File: src/hdl/exp_cfg_pkg.sv
/*
 * Shared types and constants for the expansion bus configuration block:
 * chip-select control layout, strap register layout, map and reset values.
 * Assumes word-wide register accesses only.
 */
package exp_cfg_pkg;

    localparam int NUM_CS = 4;
    localparam int STRAP_W = 24;
    localparam int CLKSET_LO = 21;
    localparam logic [31:0] CS_TIMING_ADDR = 32'hC400_0000;
    localparam logic [31:0] STRAP_CFG0_ADDR = 32'hC400_0020;
    localparam logic [31:0] CS_WR_MASK = 32'hBFFF_7D5B;
    localparam logic [31:0] CFG0_WR_MASK = 32'h801E_07B7;
    localparam logic [31:0] CS0_RESET = 32'hBFFF_3C00;
    localparam logic [31:0] CS_RESET = 32'h0000_0000;
    localparam logic [31:0] CFG0_RESET = 32'h8000_0100;
    localparam logic [31:0] BOOT_BASE = 32'h0000_0000;
    localparam logic [31:0] NORMAL_BASE = 32'h5000_0000;
    localparam logic [31:0] WINDOW_MASK = 32'hF000_0000;
    localparam logic [4:0] SIZE_LOG2_BASE = 5'h09;
    localparam logic [3:0] BASE_PHASE_CYCLES = 4'h1;

    typedef struct packed {
        logic region_select_on;
        logic check_bit_option;
        logic [1:0] address_phase_stretch;
        logic [1:0] setup_phase_stretch;
        logic [3:0] strobe_phase_stretch;
        logic [1:0] hold_phase_stretch;
        logic [3:0] recovery_phase_stretch;
        logic cycle_style_hi;
        logic bus_cycle_style;
        logic [3:0] region_size_code;
        logic size_hi;
        logic sync_flash;
        logic peer_chip;
        logic narrow_read_on_halfword;
        logic rsvd5;
        logic shared_addr_data_bus;
        logic split_response_allow;
        logic wide_bus;
        logic write_allow;
        logic narrow_bus;
    } cs_ctrl_t;

    typedef struct packed {
        logic mem_map_boot;
        logic [6:0] rsvd_hi;
        logic [2:0] clock_set;
        logic [3:0] customer;
        logic [4:0] rsvd_mid;
        logic ddr_mode;
        logic wait_sample_sel0;
        logic drive_hi;
        logic usb_clk_internal;
        logic flash_32;
        logic rsvd6;
        logic drive_lo;
        logic pci_clk;
        logic rsvd3;
        logic pci_arbiter_on;
        logic pci_host;
        logic flash_8bit;
    } strap_cfg_t;

    typedef enum logic [1:0] {SPEED_400, SPEED_533, SPEED_667} speed_t;

    typedef enum logic [2:0] {PH_IDLE, PH_ADDR, PH_SETUP, PH_STROBE, PH_HOLD, PH_RECOV} phase_t;

endpackage

File: src/hdl/exp_cfg_ctrl.sv
/*
 * Expansion bus configuration block: four chip-select timing and control
 * registers, the reset strap register and a phase sequencer that runs
 * one expansion bus access per request.
 * Assumes a synchronous word-wide register port and synchronous pins.
 */
`timescale 1ns/1ps
`default_nettype none

module exp_cfg_ctrl #(
    parameter exp_cfg_pkg::speed_t FACTORY_SPEED = exp_cfg_pkg::SPEED_667
) (
    // Clock and reset
    input wire logic clk,
    input wire logic rst,
    // Reset sequencing
    input wire logic pll_lock,
    input wire logic cold_reset_n,
    // Register port
    input wire logic reg_req,
    input wire logic reg_write,
    input wire logic [31:0] reg_addr,
    input wire logic [31:0] reg_wdata,
    output logic [31:0] reg_rdata,
    output logic reg_ack,
    // Access request port
    input wire logic acc_req,
    input wire logic acc_write,
    input wire logic [31:0] acc_addr,
    input wire logic [15:0] acc_wdata,
    output logic acc_busy,
    output logic acc_done,
    output logic acc_error,
    output logic acc_split,
    output logic [15:0] acc_rdata,
    // Expansion bus pins
    input wire logic [23:0] expansion_address_pins_in,
    output logic [23:0] expansion_address_pins_out,
    output logic expansion_address_pins_oe,
    input wire logic [15:0] exp_data_in,
    output logic [15:0] exp_data_out,
    output logic exp_data_oe,
    output logic [3:0] exp_cs_n,
    output logic exp_rd_n,
    output logic exp_wr_n,
    output logic exp_ale,
    input wire logic external_wait_input_n,
    // Configuration outputs
    output var exp_cfg_pkg::strap_cfg_t strap_cfg,
    output var exp_cfg_pkg::speed_t core_speed,
    output logic [1:0] exp_drive,
    output logic [31:0] exp_window_base
);
    import exp_cfg_pkg::*;

    typedef struct packed {
        cs_ctrl_t [NUM_CS-1:0] cs;
        strap_cfg_t cfg;
        speed_t speed;
        phase_t ph;
        logic [3:0] cnt;
        logic [1:0] sel;
        logic write;
        logic [23:0] addr;
        logic [15:0] wdata;
        logic [31:0] rdata;
        logic ack;
        logic busy;
        logic done;
        logic error;
        logic split;
        logic [15:0] ardata;
        logic [3:0] cs_n;
        logic rd_n;
        logic wr_n;
        logic ale;
        logic addr_oe;
        logic [15:0] dout;
        logic doe;
        logic [31:0] win;
    } state_t;

    state_t s_q;
    state_t s_d;
    state_t rst_val;

    ////////////////////////////////////////////////////////////////////////
    // Reset image and helpers

    always_comb
    begin
        rst_val = '0;
        rst_val.cs = {NUM_CS{cs_ctrl_t'(CS_RESET)}};
        rst_val.cs[0] = cs_ctrl_t'(CS0_RESET);
        rst_val.cfg = strap_cfg_t'(CFG0_RESET);
        rst_val.speed = FACTORY_SPEED;
        rst_val.ph = PH_IDLE;
        rst_val.cs_n = 4'hF;
        rst_val.rd_n = 1'b1;
        rst_val.wr_n = 1'b1;
        rst_val.win = BOOT_BASE;
    end

    // The clock set straps can only pull the core below its grade.
    function automatic speed_t slow_core(input logic [2:0] set);
        speed_t r;
        r = FACTORY_SPEED;
        if (!set[2] && set[1:0] == 2'b01 && FACTORY_SPEED == SPEED_667)
        begin
            r = SPEED_533;
        end
        else if (!set[2] && set[1:0] == 2'b11)
        begin
            r = SPEED_400;
        end
        return r;
    endfunction

    // Length of a phase less one, so the counter ends at zero.
    function automatic logic [3:0] span(input logic [3:0] stretch);
        return 4'(stretch + BASE_PHASE_CYCLES - 4'h1);
    endfunction

    ////////////////////////////////////////////////////////////////////////
    // Next state

    always_comb
    begin
        logic [31:0] bits;
        logic [24:0] limit;
        logic [1:0] slot;
        logic hit;
        logic wait_on;
        cs_ctrl_t c;
        bits = '0;
        limit = '0;
        slot = '0;
        hit = 1'b0;
        wait_on = 1'b0;
        c = '0;
        s_d = s_q;
        s_d.ack = 1'b0;
        s_d.done = 1'b0;
        s_d.addr_oe = pll_lock;

        // Register port: masked bits never take a written one.
        if (reg_req)
        begin
            s_d.ack = 1'b1;
            s_d.rdata = '0;
            for (int i = 0; i < NUM_CS; i++)
            begin
                if (reg_addr == CS_TIMING_ADDR + 32'(4 * i))
                begin
                    s_d.rdata = 32'(s_q.cs[i]);
                    if (reg_write)
                    begin
                        s_d.cs[i] = cs_ctrl_t'((32'(s_q.cs[i]) & ~CS_WR_MASK)
                            | (reg_wdata & CS_WR_MASK));
                    end
                end
            end
            if (reg_addr == STRAP_CFG0_ADDR)
            begin
                s_d.rdata = 32'(s_q.cfg);
                if (reg_write)
                begin
                    s_d.cfg = strap_cfg_t'((32'(s_q.cfg) & ~CFG0_WR_MASK)
                        | (reg_wdata & CFG0_WR_MASK));
                end
            end
        end

        // Strap capture while the PLL is unlocked; pins float as inputs.
        if (!pll_lock)
        begin
            bits = 32'(s_q.cfg);
            bits[31] = 1'b1;
            bits[30:STRAP_W] = '0;
            bits[CLKSET_LO-1:0] = expansion_address_pins_in[CLKSET_LO-1:0];
            if (!cold_reset_n)
            begin
                bits[STRAP_W-1:CLKSET_LO] = expansion_address_pins_in[STRAP_W-1:CLKSET_LO];
                s_d.speed = slow_core(expansion_address_pins_in[STRAP_W-1:CLKSET_LO]);
            end
            s_d.cfg = strap_cfg_t'(bits);
            s_d.cs[0].narrow_bus = expansion_address_pins_in[0];
        end

        // Window placement follows the map bit.
        s_d.win = s_d.cfg.mem_map_boot ? BOOT_BASE : NORMAL_BASE;

        // Decode: each select owns a 16 Mbyte slot of the window.
        slot = acc_addr[25:24];
        c = s_q.cs[slot];
        limit = 25'h000_0001 << (SIZE_LOG2_BASE + 5'(c.region_size_code));
        hit = ((acc_addr & WINDOW_MASK) == s_q.win) && (acc_addr[27:26] == 2'b00)
            && c.region_select_on
            && ({1'b0, acc_addr[23:0]} < limit);

        c = s_q.cs[s_q.sel];
        wait_on = !c.sync_flash
            && (s_q.sel != 2'b00 || c.bus_cycle_style || s_q.cfg.wait_sample_sel0);

        // Access sequencer; a nonzero count holds the current phase.
        if (s_q.cnt != 4'h0)
        begin
            s_d.cnt = 4'(s_q.cnt - 4'h1);
        end
        else
        begin
            unique case (s_q.ph)
                PH_IDLE:
                begin
                    if (acc_req && pll_lock)
                    begin
                        s_d.split = s_q.cs[slot].split_response_allow;
                        s_d.error = !hit || (acc_write && !s_q.cs[slot].write_allow);
                        s_d.done = s_d.error;
                        if (!s_d.error)
                        begin
                            s_d.sel = slot;
                            s_d.write = acc_write;
                            s_d.addr = acc_addr[23:0];
                            s_d.wdata = acc_wdata;
                            s_d.busy = 1'b1;
                            s_d.ph = PH_ADDR;
                            s_d.cnt = span(4'(s_q.cs[slot].address_phase_stretch));
                        end
                    end
                end
                PH_ADDR:
                begin
                    s_d.ph = PH_SETUP;
                    s_d.cnt = span(4'(c.setup_phase_stretch));
                end
                PH_SETUP:
                begin
                    s_d.ph = PH_STROBE;
                    s_d.cnt = span(c.strobe_phase_stretch);
                end
                PH_STROBE:
                begin
                    if (!(wait_on && !external_wait_input_n))
                    begin
                        s_d.ardata = c.narrow_bus ? {8'h00, exp_data_in[7:0]} : exp_data_in;
                        s_d.ph = PH_HOLD;
                        s_d.cnt = span(4'(c.hold_phase_stretch));
                    end
                end
                PH_HOLD:
                begin
                    s_d.ph = PH_RECOV;
                    s_d.cnt = span(c.recovery_phase_stretch);
                end
                PH_RECOV:
                begin
                    s_d.ph = PH_IDLE;
                    s_d.busy = 1'b0;
                    s_d.done = 1'b1;
                end
                default:
                begin
                    s_d.ph = PH_IDLE;
                end
            endcase
        end

        // Pin image for the phase being entered, so every pin is a flop.
        c = s_d.cs[s_d.sel];
        s_d.cs_n = 4'hF;
        s_d.rd_n = 1'b1;
        s_d.wr_n = 1'b1;
        s_d.ale = 1'b0;
        s_d.doe = 1'b0;
        s_d.dout = c.narrow_bus ? {8'h00, s_d.wdata[7:0]} : s_d.wdata;
        if (s_d.ph == PH_ADDR && c.shared_addr_data_bus)
        begin
            s_d.ale = 1'b1;
            s_d.doe = 1'b1;
            s_d.dout = s_d.addr[15:0];
        end
        if (s_d.ph == PH_SETUP || s_d.ph == PH_STROBE || s_d.ph == PH_HOLD)
        begin
            s_d.cs_n[s_d.sel] = 1'b0;
            s_d.doe = s_d.write;
            // Second style: one data strobe plus a read-not-write level.
            if (c.bus_cycle_style)
            begin
                s_d.wr_n = !s_d.write;
                s_d.rd_n = !(s_d.ph == PH_STROBE);
            end
            else
            begin
                s_d.rd_n = !(s_d.ph == PH_STROBE && !s_d.write);
                s_d.wr_n = !(s_d.ph == PH_STROBE && s_d.write);
            end
        end
    end

    ////////////////////////////////////////////////////////////////////////
    // State register

    always_ff @(posedge clk)
    begin
        if (rst)
        begin
            s_q <= rst_val;
        end
        else
        begin
            s_q <= s_d;
        end
    end

    ////////////////////////////////////////////////////////////////////////
    // Outputs

    assign reg_rdata = s_q.rdata;
    assign reg_ack = s_q.ack;
    assign acc_busy = s_q.busy;
    assign acc_done = s_q.done;
    assign acc_error = s_q.error;
    assign acc_split = s_q.split;
    assign acc_rdata = s_q.ardata;
    assign expansion_address_pins_out = s_q.addr;
    assign expansion_address_pins_oe = s_q.addr_oe;
    assign exp_data_out = s_q.dout;
    assign exp_data_oe = s_q.doe;
    assign exp_cs_n = s_q.cs_n;
    assign exp_rd_n = s_q.rd_n;
    assign exp_wr_n = s_q.wr_n;
    assign exp_ale = s_q.ale;
    assign strap_cfg = s_q.cfg;
    assign core_speed = s_q.speed;
    assign exp_drive = {s_q.cfg.drive_hi, s_q.cfg.drive_lo};
    assign exp_window_base = s_q.win;

endmodule

`default_nettype wire

File: config.mk
export PLATFORM = sky130hd
export DESIGN_NAME = exp_cfg_ctrl
export DESIGN_NICKNAME = d
export VERILOG_FILES = /design/src/hdl/exp_cfg_pkg.sv /design/src/hdl/exp_cfg_ctrl.sv
export SDC_FILE = /design/constraint.sdc
export NUM_CORES = 1
export LEC_CHECK = 0
export BUFFER_PORTS_ARGS = -buffer_cell sky130_fd_sc_hd__buf_2
export CELL_PAD_IN_SITES_DETAIL_PLACEMENT = 1
export CELL_PAD_IN_SITES_GLOBAL_PLACEMENT = 1
export CORE_ASPECT_RATIO = 0.9
export CORE_UTILIZATION = 37
export CTS_BUF_LIST = sky130_fd_sc_hd__clkbuf_4
export CTS_CLUSTER_SIZE = 14
export DETAILED_ROUTE_END_ITERATION = 8
export GPL_TIMING_DRIVEN = 0
export PLACE_DENSITY_LB_ADDON = 0.1
export REMOVE_ABC_BUFFERS = 1
export SLEW_MARGIN = 20
export SYNTH_ARGS = -nofsm -noshare
export SYNTH_HDL_FRONTEND = slang
export SYNTH_SLANG_ARGS = --single-unit
File: constraint.sdc
create_clock -name clk -period 4.4 [get_ports clk]
set_input_delay 0.44 -clock clk [delete_from_list [all_inputs] [get_ports clk]]
set_output_delay 0.44 -clock clk [all_outputs]
set_load 0.01 [all_outputs]
==> impl_metrics.tcl <==
set metrics [dict create \
    status "finished, final reports clean" \
    clock_path_buffers 3 \
    overflow 0 \
    clkPwrFrac_pct 42.7 \
    yosys_warnings 0 \
    cts_buffers 74 \
    drtIter0Drc 633 \
    synth_seq_cells 259 \
    p_leak_nw 7.01 \
    setup_viol 0 \
    crit_arrival_ns 4.87 \
    path_max_fanout 8 \
    fp.dieW_um 199 \
    crit_type "reg2reg" \
    cts_tree "yes" \
    avgSynthCellArea_um2 8.51 \
    ys_seq_area_share_pct 40.0 \
    yosys.area_share.simple_pct 19.2 \
    placed_cells 2078 \
    fin_util_pct 46.3 \
    cts_root_buffer "clkbuf_4" \
    h-tree-depth 3 \
    startpoint_type "register" \
    synthArstFlopShare_pct 0 \
    postRouteAntennaNets 0 \
    synth_adder_area_share_pct 2.41 \
    grt_setup_unrepaired "yes" \
    fmax_mhz 232 \
    report.final.slew_viol_count 0 \
    drc 0 \
    endpoint_kind "register" \
    hpwl_um 27800 \
    holdWs_ns 0.0764 \
    ir_drop_mv 0.213 \
    dieArea_um2 35800 \
    p_comb_share_pct 10.8 \
    hold_violations 0 \
    grt_pass1_wl_um 65500 \
    finalCriticalPeriod_ns 4.31 \
    maxCapViolCount 0 \
    synth_mux_area_share_pct 11.1 \
    hold_path.class "in2reg" \
    skew_ns 0.0534 \
    power_switching_mw 1.39 \
    syn_inst 1524 \
    maxSlewHeadroom_pct 28.5 \
    grt_pass1_vias 11800 \
    ys_types 72 \
    power_mw 5.20 \
    drtPass1Iterations 5 \
    initial_utilization_pct 37.9 \
    via_per_inst 5.11 \
    vias 11700 \
    synth_edf_count 0 \
    synth_ff_type "dfxtp_1" \
    post-route-period-util_pct 98.0 \
    areaGrowthSynthToFinish_pct 22.3 \
    stdcell_count 2291 \
    pwr-share-seq_pct 46.5 \
    synth-xor-area-share_pct 0.203 \
    internal-power_mw 3.80 \
    cp.required_ns 4.96 \
    pwr_density_cell_nw_per_um2 327 \
    antenna_found_initial 4 \
    ios 331 \
    sw_frac_of_total_pct 26.8 \
    synth-compound-area-share_pct 14.1 \
    grt_max_degree 105 \
    wl_per_cell_um 18.6 \
    grtUsageTotal_pct 23.4 \
    die_h_um 180 \
    fin_nets 1967 \
    syn_area_um2 13000 \
    insertion_delay_ns 0.72 \
    drive_above_1_share_pct 29.1 \
    num_rows 64 \
    cts.sinks 259 \
    worstMarginPinSlew_ns 1.07 \
    gp_congestion 0.813 \
    core_um2 34300 \
    drt-total-wl_um 42700 \
    port_buffers 290 \
    synth_top_family_by_area "simple AND/OR/NAND/NOR gates" \
    cts.reportedPaths.clkPinSlew_ns 0.06 \
]
## metrics by stage
stage               setup slack [ns]  setup TNS (ns)  area [um^2]
floorplan                      -1.70          -35.67        11500
global placement               -4.33         -353.88        13600
detailed placement             -1.64          -47.84        13900
CTS                          0.00465               0        15600
global route                 -0.0849          -0.775        15900
finish                        0.0881               0        15900
## flip-flops by register name, indices dropped and copies added, names as in the netlist
register,count
s_q,130
reg_rdata,31
expansion_address_pins_out,24
strap_cfg,23
acc_rdata,16
exp_data_out,16
exp_cs_n,4
core_speed,2
exp_drive,2
acc_busy,1
acc_done,1
acc_error,1
acc_split,1
exp_ale,1
exp_data_oe,1
exp_rd_n,1
exp_window_base,1
exp_wr_n,1
expansion_address_pins_oe,1
reg_ack,1
## synth_stat cells (all sizes together), types with 12 or more instances
library cell,count,area (um^2)
o21ai,45,225
buf,177,1310
ha,25,313
mux4,23,537
a222oi,15,150
nand2b,13,81.3
nor2b,12,75.1
inv,20,77.6
nand3,42,210
nor2,128,488
nor3,19,95.1
nand2,293,1100
a311oi,13,114
a21oi,129,646
mux2i,85,876
dfxtp,259,5180
a211oi,18,135
clkbuf,78,293
## kinds of logic after synthesis
| logic type | count (synthesis) |
|---|---|
| AOI/OAI and AO/OA | 278 |
| xor gates and xnor gates | 3 |
| adders and majority gates | 25 |
| buffers and inverters | 276 |
| DFF | 259 |
| muxes | 110 |
| other | 2 |
| and+or+nand+nor | 571 |
## layout by cell type (no fill, tap or decap), types with 41 or more instances in the layout
master	netlist	final
o21ai_0	43	42
dfxtp_1	259	255
clkbuf_4	0	108
nand3_1	42	41
nor2_1	127	121
conb_1	2	46
mux2i_1	83	77
nand2_1	292	284
dlygate4sd3_1	0	72
buf_2	6	291
a21oi_1	129	129
## power by group through the flow
stage	Clock [mW]	Combinational [mW]	Sequential [mW]
final	2.22	0.563	2.41
after global routing	2.43	0.627	2.42
after CTS	2.31	0.555	2.41
after detailed placement	0	0.495	2.47
after global placement	0	0.481	2.46
after floorplan	0	0.225	2.48
## path summary, 6_finish.rpt
path	start	to	slack [ns]	depth (start not counted)
worst max-delay path	s_q[204]	exp_data_out[11]	0.09	17
worst min-delay path	acc_addr[9]	expansion_address_pins_out[9]	0.08	3
worst max register to register	s_q[204]	exp_data_out[11]	0.09	17
worst min register to register	s_q[296]	s_q[296]	0.45	2
## per-layer routing
layer  GRT usage, %  share of wire (%)
met4           8.00                2.3
met2           37.2                 46
met1           30.6                 46
met5              0               0.11
met3           5.91                6.1
## layout make-up
type / instances / area [um^2]
diodes: 1 / 2.50
clock buffers: 108 / 811
clock inverters: 15 / 86.3
fillers: 4145 / 18400
inverters: 21 / 81.3
multi-input cells: 1033 / 6510
flip-flops and latches: 259 / 5190
well taps: 462 / 578
repair buffers: 392 / 2610
## timing repair
item / 4_1_cts / 5_1_grt
setup buffers: 7 / 10
gates resized for setup: 9 / 41
endpoints found under the setup margin: 20 / 19
hold buffers: 72 / 0
hold endpoints to repair: 146 / 0
pin swaps: 3 / 9
cloned: 0 / 1
## critical path, stage by stage (launching register included)
cell       delay (ns)
dfxtp_1          0.34
mux4_2           0.59
nor2b_4          0.20
buf_4            0.13
nand2_1          0.04
ha_1             0.27
nand2_1          0.13
o21a_1           0.15
o221ai_1         0.14
o2111a_2         0.32
or3_4            0.37
mux2i_4          0.40
buf_6            0.17
mux2i_4          0.26
mux2i_4          0.10
a221oi_4         0.30
buf_12           0.17
o2bb2ai_2        0.06
Note: power is estimated with default switching activity, not from simulation.
